===== src/hdl/sfb_pkg.sv =====
// Package with opcodes, status layout and timing constants for the flash sequencer
package sfb_pkg;
    localparam int          CLK_HZ            = 20_000_000;
    localparam logic [7:0]  OP_COPY           = 8'h53;
    localparam logic [7:0]  OP_MATCH          = 8'h60;
    localparam logic [7:0]  OP_REWRITE        = 8'h58;
    localparam logic [7:0]  OP_STATUS         = 8'hD7;
    localparam logic [7:0]  OP_SLEEP          = 8'hB9;
    localparam logic [7:0]  OP_WAKE           = 8'hAB;
    localparam int          ST_READY_BIT      = 7;
    localparam int          ST_MATCH_BIT      = 6;
    localparam int          ST_PROT_BIT       = 1;
    localparam int          ST_SIZE_BIT       = 0;
    // Density code: arbitrary neutral value
    localparam logic [3:0]  DENSITY_CODE      = 4'h5;
    localparam logic [7:0]  STATUS_RESET      = 8'h80;
    localparam int          ADDR_BITS         = 24;
    localparam int          PAGE_W            = 9;
    localparam int          LO264             = 9;
    localparam int          LO256             = 8;
    // Times in microseconds
    localparam int          COPY_TIME_US        = 200;
    localparam int          MATCH_TIME_US       = 200;
    localparam int          REWRITE_TIME_US     = 20_000;
    localparam int          SLEEP_ENTRY_TIME_US = 3;
    localparam int          WAKE_TIME_US        = 35;
    localparam int          COPY_CYC    = COPY_TIME_US * (CLK_HZ / 1_000_000);
    localparam int          MATCH_CYC   = MATCH_TIME_US * (CLK_HZ / 1_000_000);
    localparam int          REWRITE_CYC = REWRITE_TIME_US * (CLK_HZ / 1_000_000);
    localparam int          SLEEP_CYC   = SLEEP_ENTRY_TIME_US * (CLK_HZ / 1_000_000);
    localparam int          WAKE_CYC    = WAKE_TIME_US * (CLK_HZ / 1_000_000);
    localparam int          CNT_W       = 20;
    typedef enum logic [2:0] {
        SFB_IDLE, SFB_COPY, SFB_MATCH, SFB_REWRITE, SFB_ENTER, SFB_SLEEP, SFB_WAKE
    } sfb_state_type;
endpackage


===== src/hdl/sfb_core.sv =====
// Serial flash sequencer: transfer, compare, rewrite, status read, power-down
//
// Operation
// 53H: six skip, nine page, nine skip
// Binary mode transfer: seven, nine, eight
// Copy starts at select release; busy
// Host holds select low while clocking
// 60H compare, 264 layout six/nine/nine
// Binary compare: seven, nine, eight
// Compare busy, result in status bit 6
// 58H rewrite with page-size address layouts
// Rewrite: copy then program, stays busy
// Host rewrites sector pages every 10000 ops
// Status read accepted at any time; code refuses it while entering, in or waking from power-down
// Status MSB first, repeats fresh bytes
// Bit 7 one when ready, zero busy
// Self-timed operations clear ready bit
// Bit 1 shows sector protection enabled
// Bit 0 one for 256-byte pages
// Bits 5:2 fixed density code
// Standby after power-up
// B9H then select release: power-down
// In power-down only resume accepted
// ABH then release: standby after wake
// Host keeps select high during wake
// Host issues only status/id while busy
`timescale 1ns/100ps
module sfb_core #(
    parameter int REWRITE_CYCLES = sfb_pkg::REWRITE_CYC
) (
    // Clock and reset
    input  wire logic        sys_clk_i,
    input  wire logic        rst_i,
    // Serial link
    input  wire logic        cs_n_i,
    input  wire logic        sck_i,
    input  wire logic        si_i,
    output logic             so_o,
    output logic             so_oe_o,
    // Array side
    input  wire logic        protect_i,
    input  wire logic        binary_pages_i,
    input  wire logic        array_differs_i,
    output logic [8:0]       page_index_bits_o,
    output logic             copy_pulse_o,
    output logic             program_pulse_o,
    output logic             asleep_o
);
    ////////////////////////////////////////////////////////////////////
    // Pin synchronisers
    logic cs_n_s;
    logic sck_s;
    logic si_s;
    // Select resets to its idle high level, so no false release edge
    sfb_sync #(.RESET_LEVEL(1'b1)) u_cs (.sys_clk_i(sys_clk_i), .rst_i(rst_i),
                                         .pin_i(cs_n_i), .level_o(cs_n_s));
    sfb_sync u_ck (.sys_clk_i(sys_clk_i), .rst_i(rst_i), .pin_i(sck_i), .level_o(sck_s));
    sfb_sync u_si (.sys_clk_i(sys_clk_i), .rst_i(rst_i), .pin_i(si_i), .level_o(si_s));

    logic cs_d;
    logic sck_d;
    always_ff @(posedge sys_clk_i or posedge rst_i) begin
        if (rst_i) begin
            cs_d  <= 1'b1;
            sck_d <= 1'b0;
        end else begin
            cs_d  <= cs_n_s;
            sck_d <= sck_s;
        end
    end
    wire cs_low  = ~cs_n_s;
    wire cs_rise = cs_n_s & ~cs_d;
    wire sck_up  = cs_low & sck_s & ~sck_d;
    wire sck_dn  = cs_low & ~sck_s & sck_d;

    ////////////////////////////////////////////////////////////////////
    // Command shifter
    logic [31:0] shreg;
    logic [5:0]  nbits;
    always_ff @(posedge sys_clk_i or posedge rst_i) begin
        if (rst_i) begin
            shreg <= '0;
            nbits <= '0;
        end else if (cs_n_s) begin
            nbits <= '0;
        end else if (sck_up) begin
            shreg <= {shreg[30:0], si_s};
            if (nbits != 6'd63) begin
                nbits <= nbits + 6'd1;
            end
        end
    end
    wire [7:0] opcode  = (nbits >= 6'd32) ? shreg[31:24] : shreg[7:0];
    wire       full    = (nbits == 6'd32);
    wire       op_only = (nbits == 6'd8);
    wire [23:0] addr   = shreg[23:0];

    function automatic logic [8:0] page_of(input logic [23:0] a, input logic bin);
        page_of = bin ? a[sfb_pkg::LO256 +: sfb_pkg::PAGE_W]
                      : a[sfb_pkg::LO264 +: sfb_pkg::PAGE_W];
    endfunction

    ////////////////////////////////////////////////////////////////////
    // Sequencer
    sfb_pkg::sfb_state_type state;
    logic                   load;
    logic [sfb_pkg::CNT_W-1:0] load_cnt;
    logic                   done;
    logic                   match_flag;
    logic                   rew_second;
    sfb_timer u_tmr (.sys_clk_i(sys_clk_i), .rst_i(rst_i), .load_i(load),
                     .count_i(load_cnt), .done_o(done));

    always_ff @(posedge sys_clk_i or posedge rst_i) begin
        if (rst_i) begin
            state             <= sfb_pkg::SFB_IDLE;
            load              <= 1'b0;
            load_cnt          <= '0;
            match_flag        <= 1'b0;
            rew_second        <= 1'b0;
            page_index_bits_o <= '0;
            copy_pulse_o      <= 1'b0;
            program_pulse_o   <= 1'b0;
            asleep_o          <= 1'b0;
        end else begin
            load            <= 1'b0;
            copy_pulse_o    <= 1'b0;
            program_pulse_o <= 1'b0;
            unique case (state)
                sfb_pkg::SFB_IDLE: begin
                    if (cs_rise && full) begin
                        page_index_bits_o <= page_of(addr, binary_pages_i);
                        if (opcode == sfb_pkg::OP_COPY) begin
                            state        <= sfb_pkg::SFB_COPY;
                            copy_pulse_o <= 1'b1;
                            load         <= 1'b1;
                            load_cnt     <= sfb_pkg::CNT_W'(sfb_pkg::COPY_CYC);
                        end else if (opcode == sfb_pkg::OP_MATCH) begin
                            state    <= sfb_pkg::SFB_MATCH;
                            load     <= 1'b1;
                            load_cnt <= sfb_pkg::CNT_W'(sfb_pkg::MATCH_CYC);
                        end else if (opcode == sfb_pkg::OP_REWRITE) begin
                            state        <= sfb_pkg::SFB_REWRITE;
                            copy_pulse_o <= 1'b1;
                            rew_second   <= 1'b0;
                            load         <= 1'b1;
                            load_cnt     <= sfb_pkg::CNT_W'(REWRITE_CYCLES / 2);
                        end
                    end else if (cs_rise && op_only && opcode == sfb_pkg::OP_SLEEP) begin
                        state    <= sfb_pkg::SFB_ENTER;
                        load     <= 1'b1;
                        load_cnt <= sfb_pkg::CNT_W'(sfb_pkg::SLEEP_CYC);
                    end
                end
                sfb_pkg::SFB_COPY: begin
                    if (done) begin
                        state <= sfb_pkg::SFB_IDLE;
                    end
                end
                sfb_pkg::SFB_MATCH: begin
                    if (done) begin
                        match_flag <= array_differs_i;
                        state      <= sfb_pkg::SFB_IDLE;
                    end
                end
                sfb_pkg::SFB_REWRITE: begin
                    if (done && !rew_second) begin
                        rew_second      <= 1'b1;
                        program_pulse_o <= 1'b1;
                        load            <= 1'b1;
                        load_cnt        <= sfb_pkg::CNT_W'(REWRITE_CYCLES / 2);
                    end else if (done) begin
                        state <= sfb_pkg::SFB_IDLE;
                    end
                end
                sfb_pkg::SFB_ENTER: begin
                    if (done) begin
                        state    <= sfb_pkg::SFB_SLEEP;
                        asleep_o <= 1'b1;
                    end
                end
                sfb_pkg::SFB_SLEEP: begin
                    if (cs_rise && op_only && opcode == sfb_pkg::OP_WAKE) begin
                        state    <= sfb_pkg::SFB_WAKE;
                        load     <= 1'b1;
                        load_cnt <= sfb_pkg::CNT_W'(sfb_pkg::WAKE_CYC);
                    end
                end
                sfb_pkg::SFB_WAKE: begin
                    if (done) begin
                        state    <= sfb_pkg::SFB_IDLE;
                        asleep_o <= 1'b0;
                    end
                end
                default: state <= sfb_pkg::SFB_IDLE;
            endcase
        end
    end

    ////////////////////////////////////////////////////////////////////
    // Status byte
    wire busy = (state == sfb_pkg::SFB_COPY) || (state == sfb_pkg::SFB_MATCH)
             || (state == sfb_pkg::SFB_REWRITE);
    logic [7:0] status;
    always_comb begin
        status                        = sfb_pkg::STATUS_RESET;
        status[sfb_pkg::ST_READY_BIT] = ~busy;
        status[sfb_pkg::ST_MATCH_BIT] = match_flag;
        status[5:2]                   = sfb_pkg::DENSITY_CODE;
        status[sfb_pkg::ST_PROT_BIT]  = protect_i;
        status[sfb_pkg::ST_SIZE_BIT]  = binary_pages_i;
    end

    ////////////////////////////////////////////////////////////////////
    // Status read-out
    logic       reading;
    logic [7:0] out_sh;
    logic [2:0] out_cnt;
    wire awake = (state != sfb_pkg::SFB_SLEEP) && (state != sfb_pkg::SFB_ENTER)
              && (state != sfb_pkg::SFB_WAKE);
    always_ff @(posedge sys_clk_i or posedge rst_i) begin
        if (rst_i) begin
            reading <= 1'b0;
            out_sh  <= '0;
            out_cnt <= '0;
            so_o    <= 1'b0;
            so_oe_o <= 1'b0;
        end else if (cs_n_s) begin
            reading <= 1'b0;
            so_oe_o <= 1'b0;
        end else if (sck_up && !reading && nbits == 6'd7 && awake
                     && {shreg[6:0], si_s} == sfb_pkg::OP_STATUS) begin
            reading <= 1'b1;
            out_sh  <= status;
            out_cnt <= '0;
        end else if (reading && sck_dn) begin
            so_oe_o <= 1'b1;
            so_o    <= out_sh[7];
            if (out_cnt == 3'd7) begin
                out_sh <= status;
            end else begin
                out_sh <= {out_sh[6:0], 1'b0};
            end
            out_cnt <= out_cnt + 3'd1;
        end
    end
endmodule


===== src/hdl/sfb_sync.sv =====
// Two-flop synchroniser for one pin level
`timescale 1ns/100ps
module sfb_sync #(
    parameter logic RESET_LEVEL = 1'b0
) (
    // Clock and reset
    input  wire logic sys_clk_i,
    input  wire logic rst_i,
    // Level
    input  wire logic pin_i,
    output logic      level_o
);
    logic meta;
    always_ff @(posedge sys_clk_i or posedge rst_i) begin
        if (rst_i) begin
            meta    <= RESET_LEVEL;
            level_o <= RESET_LEVEL;
        end else begin
            meta    <= pin_i;
            level_o <= meta;
        end
    end
endmodule


===== src/hdl/sfb_timer.sv =====
// Down counter that pulses done after a loaded number of cycles
`timescale 1ns/100ps
module sfb_timer (
    // Clock and reset
    input  wire logic                     sys_clk_i,
    input  wire logic                     rst_i,
    // Control
    input  wire logic                     load_i,
    input  wire logic [sfb_pkg::CNT_W-1:0] count_i,
    output logic                          done_o
);
    logic [sfb_pkg::CNT_W-1:0] remain;
    logic                      running;
    always_ff @(posedge sys_clk_i or posedge rst_i) begin
        if (rst_i) begin
            remain  <= '0;
            running <= 1'b0;
            done_o  <= 1'b0;
        end else begin
            done_o <= 1'b0;
            if (load_i) begin
                remain  <= count_i;
                running <= 1'b1;
            end else if (running) begin
                if (remain <= sfb_pkg::CNT_W'(1)) begin
                    running <= 1'b0;
                    done_o  <= 1'b1;
                end else begin
                    remain <= remain - 1'b1;
                end
            end
        end
    end
endmodule


===== config.mk =====
export PLATFORM = sky130hd
export DESIGN_NAME = sfb_core
export DESIGN_NICKNAME = d
export VERILOG_FILES = /design/src/hdl/sfb_pkg.sv /design/src/hdl/sfb_core.sv /design/src/hdl/sfb_sync.sv /design/src/hdl/sfb_timer.sv
export SDC_FILE = /design/constraint.sdc
export NUM_CORES = 1
export LEC_CHECK = 0
export BUFFER_PORTS_ARGS = -buffer_cell sky130_fd_sc_hd__buf_2
export CAP_MARGIN = 0
export CORE_MARGIN = 8
export CORE_UTILIZATION = 30
export CTS_CLUSTER_DIAMETER = 200
export CTS_CLUSTER_SIZE = 40
export DETAILED_ROUTE_END_ITERATION = 8
export HOLD_SLACK_MARGIN = 0.12
export REMOVE_ABC_BUFFERS = 1
export SETUP_SLACK_MARGIN = 0.02
export SLEW_MARGIN = 5
export SYNTH_ARGS = -nofsm -noshare
export SYNTH_HDL_FRONTEND = slang
export SYNTH_SLANG_ARGS = --single-unit
export TNS_END_PERCENT = 5

===== constraint.sdc =====
create_clock -name sys_clk_i -period 5.2 [get_ports sys_clk_i]
set_input_delay 1.04 -clock sys_clk_i [delete_from_list [all_inputs] [get_ports sys_clk_i]]
set_output_delay 1.04 -clock sys_clk_i [all_outputs]
set_load 0.01 [all_outputs]

==> results.md, run 1 <==
* Outcome: finished, final reports clean
* Largest net degree at the start of global routing at between 60 and 70
* Number of warning messages in the yosys log at 0
* Wire length the detailed router placed on met1 at roughly 4.3 mm
* Total of flip-flops plus latches after synthesis at around 110
* Startpoint type of the worst setup path: flip-flop
* Setup clock skew after layout at 14.0 ps
* Origin of the critical flop-to-flop path: nbits[5]
* Clock sinks at ~110
* Antenna violations before repair at 0
* Setup Crit Path Kind: flip-flop to flip-flop
* Power Internal at ~0.0013 W
* Insertion delay of the later-clocked pin in the worst-skew pair at 360 ps
* Combinational share of power at 0.068
* Final HPWL from detailed placement at approximately 6 mm
* Stage delay of the slowest cell on the critical path at around 700 ps
* GRT overflow at 0
* Worst slew margin relative to its limit at 0.469
* Worst flop-to-flop path endpoint: load_cnt[5]
* Clock power frac at 0.421
* Most frequent cells in the layout: 102 x sky130_fd_sc_hd__dfrtp_1, 38 x sky130_fd_sc_hd__mux2_2, 32 x sky130_fd_sc_hd__nor2_1
* Iteration-0 DRC count of the detailed router at 161
* Sequential area share after synthesis at 0.533
* VDD IR-drop max at 191 µV
* # DRC at 0
* Compound-cell area share of the yosys netlist at 0.121
* Remaining antenna violation count after routing at 0
* Final core area utilization at 0.342
* Proportion of layout cells with a drive suffix above 1 at 0.208
* Area growth, synth to finish at 13.4%
* Slowest CP cell: sky130_fd_sc_hd__dfrtp_1
* Final-report setup violation count at 0
* Crit path capture: load_cnt[5]
* Worst Tran Pin Value at between 700 and 800 ps
* Clock root buffer: sky130_fd_sc_hd__clkbuf_16
* Total Routed Length at 8.93 mm
* Die X at 144 µm
* Synth Area in XOR/XNOR at 0.0337
* Die Height at roughly 140 µm
* Fraction of the mapped netlist area in adder cells at 0.0152
* Global-route wire length before repair at 15.6 mm
* Placed cell areas at about 5300 µm²
* Hold violation total from the final report at 0
* Via-to-Cell Ratio at around 4.8
* Worst R2R Setup Slack at 2670 ps
* Boundary Pins at 22
* Hold Startpoint: u_ck.meta
* ANT cells at 0
* Max-slew violation total from the final report at 0
* Most instantiated flip-flop cell in the synthesis netlist: sky130_fd_sc_hd__dfrtp_1
* Leakage power at around 2.6 nW
* Number of global-route vias before repair at about 3200
* Crit path cell chain: or3b_1, or2_1, nor2_1, a311o_1, a21o_1, mux2_1
* Basic-gate share of the synthesized area counting and, or, nand and nor cells at 0.146
* Mean instance size in the synthesized netlist at 11.6 µm²
* Synth async-reset ratio at 1.00
* DR top layer: met4
* Final Cell Area at about 5600 µm²
* Count of input and output buffers at 21
* Tmin final at approximately 2500 ps
* Multiplexer share of the synthesized area at 0.126
* Maximum fanout encountered on the critical timing path at 24
* Hold buffer count at cts at 0
* Area of the mapped netlist at between 4000 and 5000 µm²
* Global placement routability congestion at between 0.8 and 0.9
* Net switching share of the total power at 0.251
* Site Rows at between 40 and 50
* EDFF count, synth at 0
* Critical path data arrival time at between 2000 and 3000 ps
* Type of the most critical hold path: flip-flop to flip-flop
* Net total in the final layout at 456
* Dominant combinational cell family by area after synthesis: simple AND/OR/NAND/NOR gates
* Fmax at 395 MHz
* DR vias at roughly 3200
* Routed length on met2 at between 4 and 5 mm
* Area enclosed by the die boundary at ~21000 µm²
* Wire length on met3 at around 320 µm
* Cell area power density at between 300 and 400 nW/µm²
* Effective utilization at floorplan at 0.302
* Distinct cell type count after synthesis at just under 60
* Clock transition at the registers of the reported paths at 80 ps
* Post-CTS resize count at 0
* Routed wire length per instance at between 10 and 15 µm
* Relative contribution of sequential cells to total power at 0.511
* Number of setup buffers added after CTS at 0
* Post-synthesis instance total at 427
* Clock buffer depth at 2
* Number of optimization iterations in the first detailed-route pass at 4
* Sort of element at the end of the critical path: flip-flop
* Number of maximum-capacitance constraint violations at 0
* Worst R2R Path Depth at 6
* TritonCTS buffer count at 9
* Startpoint of the most critical setup path: nbits[5]
* Fin crit share at 0.487
* Power Total at ~0.0017 W
* Global-route usage over all layers at 0.0950
* Unrepaired setup endpoints after global routing: false
* Most common cell after layout, fill and taps aside: sky130_fd_sc_hd__dfrtp_1
* Clock tree from TritonCTS: yes
* Placeable core region at between 15000 and 20000 µm²
* CTS H-tree depth at 3
* Worst path required time at approximately 5400 ps
* Net switching power at about 0.00044 W
* Setup TNS after final layout at 0 ps
-- metal layers --
layer  vias to the layer above  GRT usage
met5                         -          0
met3                        15     0.0248
met4                         0     0.0531
met2                        50      0.144
li1                       1554          -
met1                      1552      0.121
-- critical path, delay by kind of cell, from the launching register on --
family          cells  cell delay [ps]
simple gates        3              820
flops               1              720
mux                 1              360
compound gates      2              520
-- synth_stat cells, drive strengths merged, types with 2 or more instances --
cell type  count  share of area
a211o          2         0.0035
a21o           5         0.0076
a21oi          9         0.0091
a22o           5         0.0089
a31o           2         0.0035
a31oi          2         0.0025
and3           2         0.0025
and3b          4         0.0071
buf            7         0.0066
clkbuf        13         0.0099
dfrtp        102           0.52
dfstp          3          0.016
ha             6          0.015
inv           12         0.0091
mux2          41          0.094
mux2i         16          0.032
nand2         26          0.020
nand2b         8          0.010
nand3          2         0.0020
nand3b         5         0.0076
nand4bb        3         0.0068
nor2          32          0.024
nor2b          2         0.0025
nor3          18          0.018
nor3b          7          0.012
nor4           4         0.0081
nor4bb         2         0.0041
o211ai         2         0.0030
o21a           8          0.012
o21ai         26          0.026
o22a           2         0.0035
o22ai          3         0.0038
o311ai         3          0.012
o31ai          2         0.0086
o32a           2         0.0041
or2            2         0.0025
or3            7         0.0089
xnor2          8          0.014
xor2          11          0.020
-- power by group through the flow --
stage / Sequential, W / Combinational, W / Clock, W
floorplan: 0.000891 / 0.0000967 / 0
global placement: 0.000904 / 0.000117 / 0
detailed placement: 0.000906 / 0.000120 / 0
CTS: 0.000889 / 0.000121 / 0.000759
global route: 0.000896 / 0.000134 / 0.000788
finish: 0.000889 / 0.000118 / 0.000733
-- sequential cells by signal, summed over array words and instances (netlist names), 3 cells and up --
| signal | count |
|---|---|
| shreg | 32 |
| u_tmr.remain | 20 |
| page_index_bits_o | 9 |
| out_sh | 8 |
| nbits | 6 |
| load_cnt | 5 |
| out_cnt | 3 |
| state | 3 |
-- layout make-up --
type                            count  area [µm²]
Fill cell                        1676       10700
Sequential cell                   105        2630
Multi-Input combinational cell    290        2180
Tap cell                          220         275
Clock buffer                        9         225
Timing Repair Buffer               24         128
Clock inverter                      7         108
Inverter                           12        47.5
-- through the flow --
step | std cells | hold slack (ps) | worst slack [ps]
after floorplan | 407 | 331 | 1400
after global placement | 651 | 339 | 2750
after detailed placement | 651 | 345 | 2700
after CTS | 667 | 353 | 2650
after global routing | 667 | 363 | 2400
final | 667 | 351 | 2670
-- cell families after synthesis --
logic type,Yosys count
compound gates,79
xor+xnor,19
fa+ha+maj,6
buf+inv,32
flops,105
mux,57
simple gates,129
-- worst min path at each step --
stage                        end  slack (ps)  depth (start not counted)
floorplan           u_ck.level_o         330                          0
global placement    u_ck.level_o         340                          0
detailed placement  u_ck.level_o         340                          0
CTS                 u_ck.level_o         350                          0
global route        u_ck.level_o         360                          0
finish              u_ck.level_o         350                          0
No activity file was read; power rests on OpenSTA's default activity.
==> run 2: changes to the inputs <==
--- a/config.mk
+++ b/config.mk
@@ -5,6 +5,7 @@
 export SDC_FILE = /design/constraint.sdc
 export NUM_CORES = 1
 export LEC_CHECK = 0
+export ABC_AREA = 1
 export BUFFER_PORTS_ARGS = -buffer_cell sky130_fd_sc_hd__buf_2
 export CAP_MARGIN = 0
 export CORE_MARGIN = 8
==> constraint.sdc (replaced) <==
create_clock -name sys_clk_i -period 2.32 [get_ports sys_clk_i]
set_input_delay 0.464 -clock sys_clk_i [delete_from_list [all_inputs] [get_ports sys_clk_i]]
set_output_delay 0.464 -clock sys_clk_i [all_outputs]
set_load 0.01 [all_outputs]
==> results.md, run 2 <==
* Fmax at 505 MHz (+28%)
* Crit path cell chain: inv_1, ha_1, nand2_1, a21oi_1, nand3_2, nand2_4, nand2_4, inv_1, nor2_1, a21oi_1
* Global-route usage over all layers at 0.108 (+0.0133)
* Area fraction of the dominant cell type after synthesis at 0.463 (-0.0545)
* Insertion delay of the later-clocked pin in the worst-skew pair at 360 ps (about the same)
* Tmin final at 1980 ps (-551 ps)
* Count of input and output buffers at 21 (unchanged)
* Place WS at 345 ps (-2360 ps)
* Remaining antenna violation count after routing at 0 (unchanged)
* Area growth, synth to finish at 12.4%
* Worst slew margin relative to its limit at 0.578 (+0.109)
* Final-report setup violation count at 0 (unchanged)
* Clock buffer depth at 2 (unchanged)
* Boundary Pins at 22 (unchanged)
* Power Total at 0.00388 W (+120%)
* Worst R2R Path Depth at 10 (+4)
* Final critical-path setup slack at 340 ps (-2330 ps)
* Effective utilization at floorplan at 0.306 (+0.00419)
* Synth async-reset ratio at 1.00 (unchanged)
* Clock tree from TritonCTS: yes
* DR vias at 4421 (+39%)
* Distinct cell type count after synthesis at 42 (-29%)
* Stage delay of the slowest cell on the critical path at 410 ps (-310 ps)
* Final HPWL from detailed placement at 8.28 mm (+34%)
* GRT overflow at 0 (unchanged)
* Hold violation total from the final report at 0 (unchanged)
* DR top layer: met4
* Number of warning messages in the yosys log at 0 (unchanged)
* Largest net degree at the start of global routing at 54 (-19%)
* Most frequent cells after synthesis: 213 x sky130_fd_sc_hd__nand2_1, 102 x sky130_fd_sc_hd__dfrtp_1, 84 x sky130_fd_sc_hd__inv_1
* Mean instance size in the synthesized netlist at 7.77 µm² (-33%)
* Unrepaired setup endpoints after global routing: false
* Area of the mapped netlist at 5520 µm² (+12%)
* Hold buffer count at cts at 0 (unchanged)
* Net switching power at 0.000934 W (+110%)
* Slowest CP cell: sky130_fd_sc_hd__dfrtp_1
* Global-route wire length before repair at 20.0 mm (+28%)
* EDFF count, synth at 0 (unchanged)
* Post-CTS resize count at 0 (unchanged)
* Clock transition at the registers of the reported paths at 70 ps (about the same)
* Area enclosed by the die boundary at 23000 µm² (+10%)
* Proportion of layout cells with a drive suffix above 1 at 0.126 (-0.0817)
* ANT cells at 0 (unchanged)
* Combinational share of power at 0.070 (+0.002)
* Largest register FFs at 32 (unchanged)
* Antenna violations before repair at 0 (unchanged)
* Leakage power at 3.05 nW (+17%)
* Iteration-0 DRC count of the detailed router at 274 (+70%)
* Clock power frac at 0.437 (+0.016)
* Setup Crit Path Kind: flip-flop to flip-flop
* Critical path data arrival time at 2260 ps (-510 ps)
* Most frequent cells in the layout: 213 x sky130_fd_sc_hd__nand2_1, 102 x sky130_fd_sc_hd__dfrtp_1, 83 x sky130_fd_sc_hd__inv_1
* Total of flip-flops plus latches after synthesis at 105 (unchanged)
* Most area-consuming cells after synthesis: sky130_fd_sc_hd__dfrtp_1 46%, sky130_fd_sc_hd__nand2_1 14%, sky130_fd_sc_hd__o21ai_0 7.1%, sky130_fd_sc_hd__inv_1 5.7%, sky130_fd_sc_hd__nor2_1 3.8%
* Max-slew violation total from the final report at 0 (unchanged)
* Worst Tran Pin Value at 633 ps (-164 ps)
* Largest registers: shreg x32, u_tmr.remain x20, page_index_bits_o x9
* Outcome: finished, final reports clean
* Global placement routability congestion at 0.816 (+1.1%)
* Most frequently used cell type in the post-synthesis netlist: sky130_fd_sc_hd__nand2_1
* Most common cell after layout, fill and taps aside: sky130_fd_sc_hd__nand2_1
* Startpoint type of the worst setup path: flip-flop
* Placeable core region at 18000 µm² (+10%)
* Site Rows at 49 (+4.3%)
* Most flop-heavy register: shreg
* Wire length the detailed router placed on met1 at 6.07 mm (+41%)
* Die X at 152 µm (+5.1%)
* Routed length on met2 at 4.72 mm (+16%)
* Setup TNS after final layout at 0 ps (unchanged)
* Net total in the final layout at 745 (+63%)
* Clock root buffer: sky130_fd_sc_hd__clkbuf_16
* Sort of element at the end of the critical path: flip-flop
* Die Height at 152 µm (+5.1%)
* Final Cell Area at 6200 µm² (+11%)
* Type of the most critical hold path: input pin to async pin
* Maximum fanout encountered on the critical timing path at 21 (-13%)
* Number of optimization iterations in the first detailed-route pass at 5 (+1)
* Number of global-route vias before repair at 4253 (+33%)
* Total Routed Length at 11.4 mm (+28%)
* Clock sinks at 105 (unchanged)
* Post-synthesis instance total at 710 (+66%)
* Cell area power density at 627 nW/µm² (+100%)
* Net switching share of the total power at 0.240 (-0.0108)
* Power Internal at 0.00295 W (+130%)
* Sequential area share after synthesis at 0.477 (-0.0562)
* Routed wire length per instance at 11.9 µm (-11%)
* CTS H-tree depth at 3 (unchanged)
* # DRC at 0 (unchanged)
* Number of maximum-capacitance constraint violations at 0 (unchanged)
* Biggest area consumer among synthesized cells: sky130_fd_sc_hd__dfrtp_1
* Wire length on met3 at 476 µm (+49%)
* TritonCTS buffer count at 9 (unchanged)
* Most instantiated flip-flop cell in the synthesis netlist: sky130_fd_sc_hd__dfrtp_1
* Number of setup buffers added after CTS at 0 (unchanged)
* Relative contribution of sequential cells to total power at 0.493 (-0.018)
* Origin of the critical flop-to-flop path: u_tmr.remain[0]
* Startpoint of the most critical setup path: u_tmr.remain[0]
* Worst flop-to-flop path endpoint: u_tmr.remain[0]
* VDD IR-drop max at 422 µV (+120%)
* Placed cell areas at 5860 µm² (+11%)
* Fin crit share at 0.854 (+0.367)
* Via-to-Cell Ratio at 4.58 (-3.6%)
* Setup clock skew after layout at 8.49 ps (-5.50 ps)
* Worst R2R Setup Slack at 340 ps (-2330 ps)
* Worst path required time at 2600 ps (-2840 ps)
run 2: logic make-up (layout without fill, tap and decap cells):
group           after synthesis  count (layout)  share of synthesized area
compound gates              123             123                      0.123
xor+xnor                      3               3                    0.00476
fa+ha+maj                     6               6                     0.0136
buf+inv                     107             133                     0.0844
flops                       105             105                      0.477
simple gates                366             366                      0.298
run 2: how the worst max path moves through the flow:
| stage | endpoint | slack, ps |
|---|---|---|
| 2_1_floorplan | asleep_o | -900 |
| 3_3_place_gp | state[0] | 420 |
| 3_5_place_dp | u_tmr.remain[0] | 350 |
| 4_1_cts | u_tmr.remain[0] | 320 |
| 5_1_grt | load_cnt[11] | 160 |
| 6_report | u_tmr.remain[0] | 340 |
run 2: layer usage:
layer | vias to the layer above | track usage
met5 | - | 0
met4 | 0 | 0.0421
met3 | 14 | 0.0300
met2 | 56 | 0.162
met1 | 2023 | 0.145
li1 | 2328 | -
run 2: final cells by class:
cell class	count	area [µm²]
repair buffers	28	183
inverters	89	342
clock buffers	10	239
clock inverters	6	97.6
flip-flops and latches	105	2630
well taps	229	287
multi-input cells	498	2420
fillers	1933	11800
run 2: through the flow:
| step | instances | hold slack [ps] | utilization |
|---|---|---|---|
| after floorplan | 692 | 331 | - |
| after global placement | 949 | 331 | 0.325 |
| after detailed placement | 949 | 341 | 0.325 |
| after CTS | 965 | 133 | 0.344 |
| after global routing | 965 | 156 | 0.344 |
| final | 965 | 125 | 0.344 |
run 2: power groups by stage:
stage               clock (W)  sequential (W)  combinational [W]
global route          0.00183         0.00192           0.000326
CTS                   0.00177         0.00191           0.000280
global placement            0         0.00195           0.000277
finish                0.00170         0.00191           0.000273
detailed placement          0         0.00195           0.000279
floorplan                   0         0.00194           0.000210
run 2: critical path: cells and delay by family, from the launching register on:
family	cells	cell delay (ps)
simple gates	5	590
flops	1	410
buf+inv	2	350
compound gates	2	290
fa+ha+maj	1	280
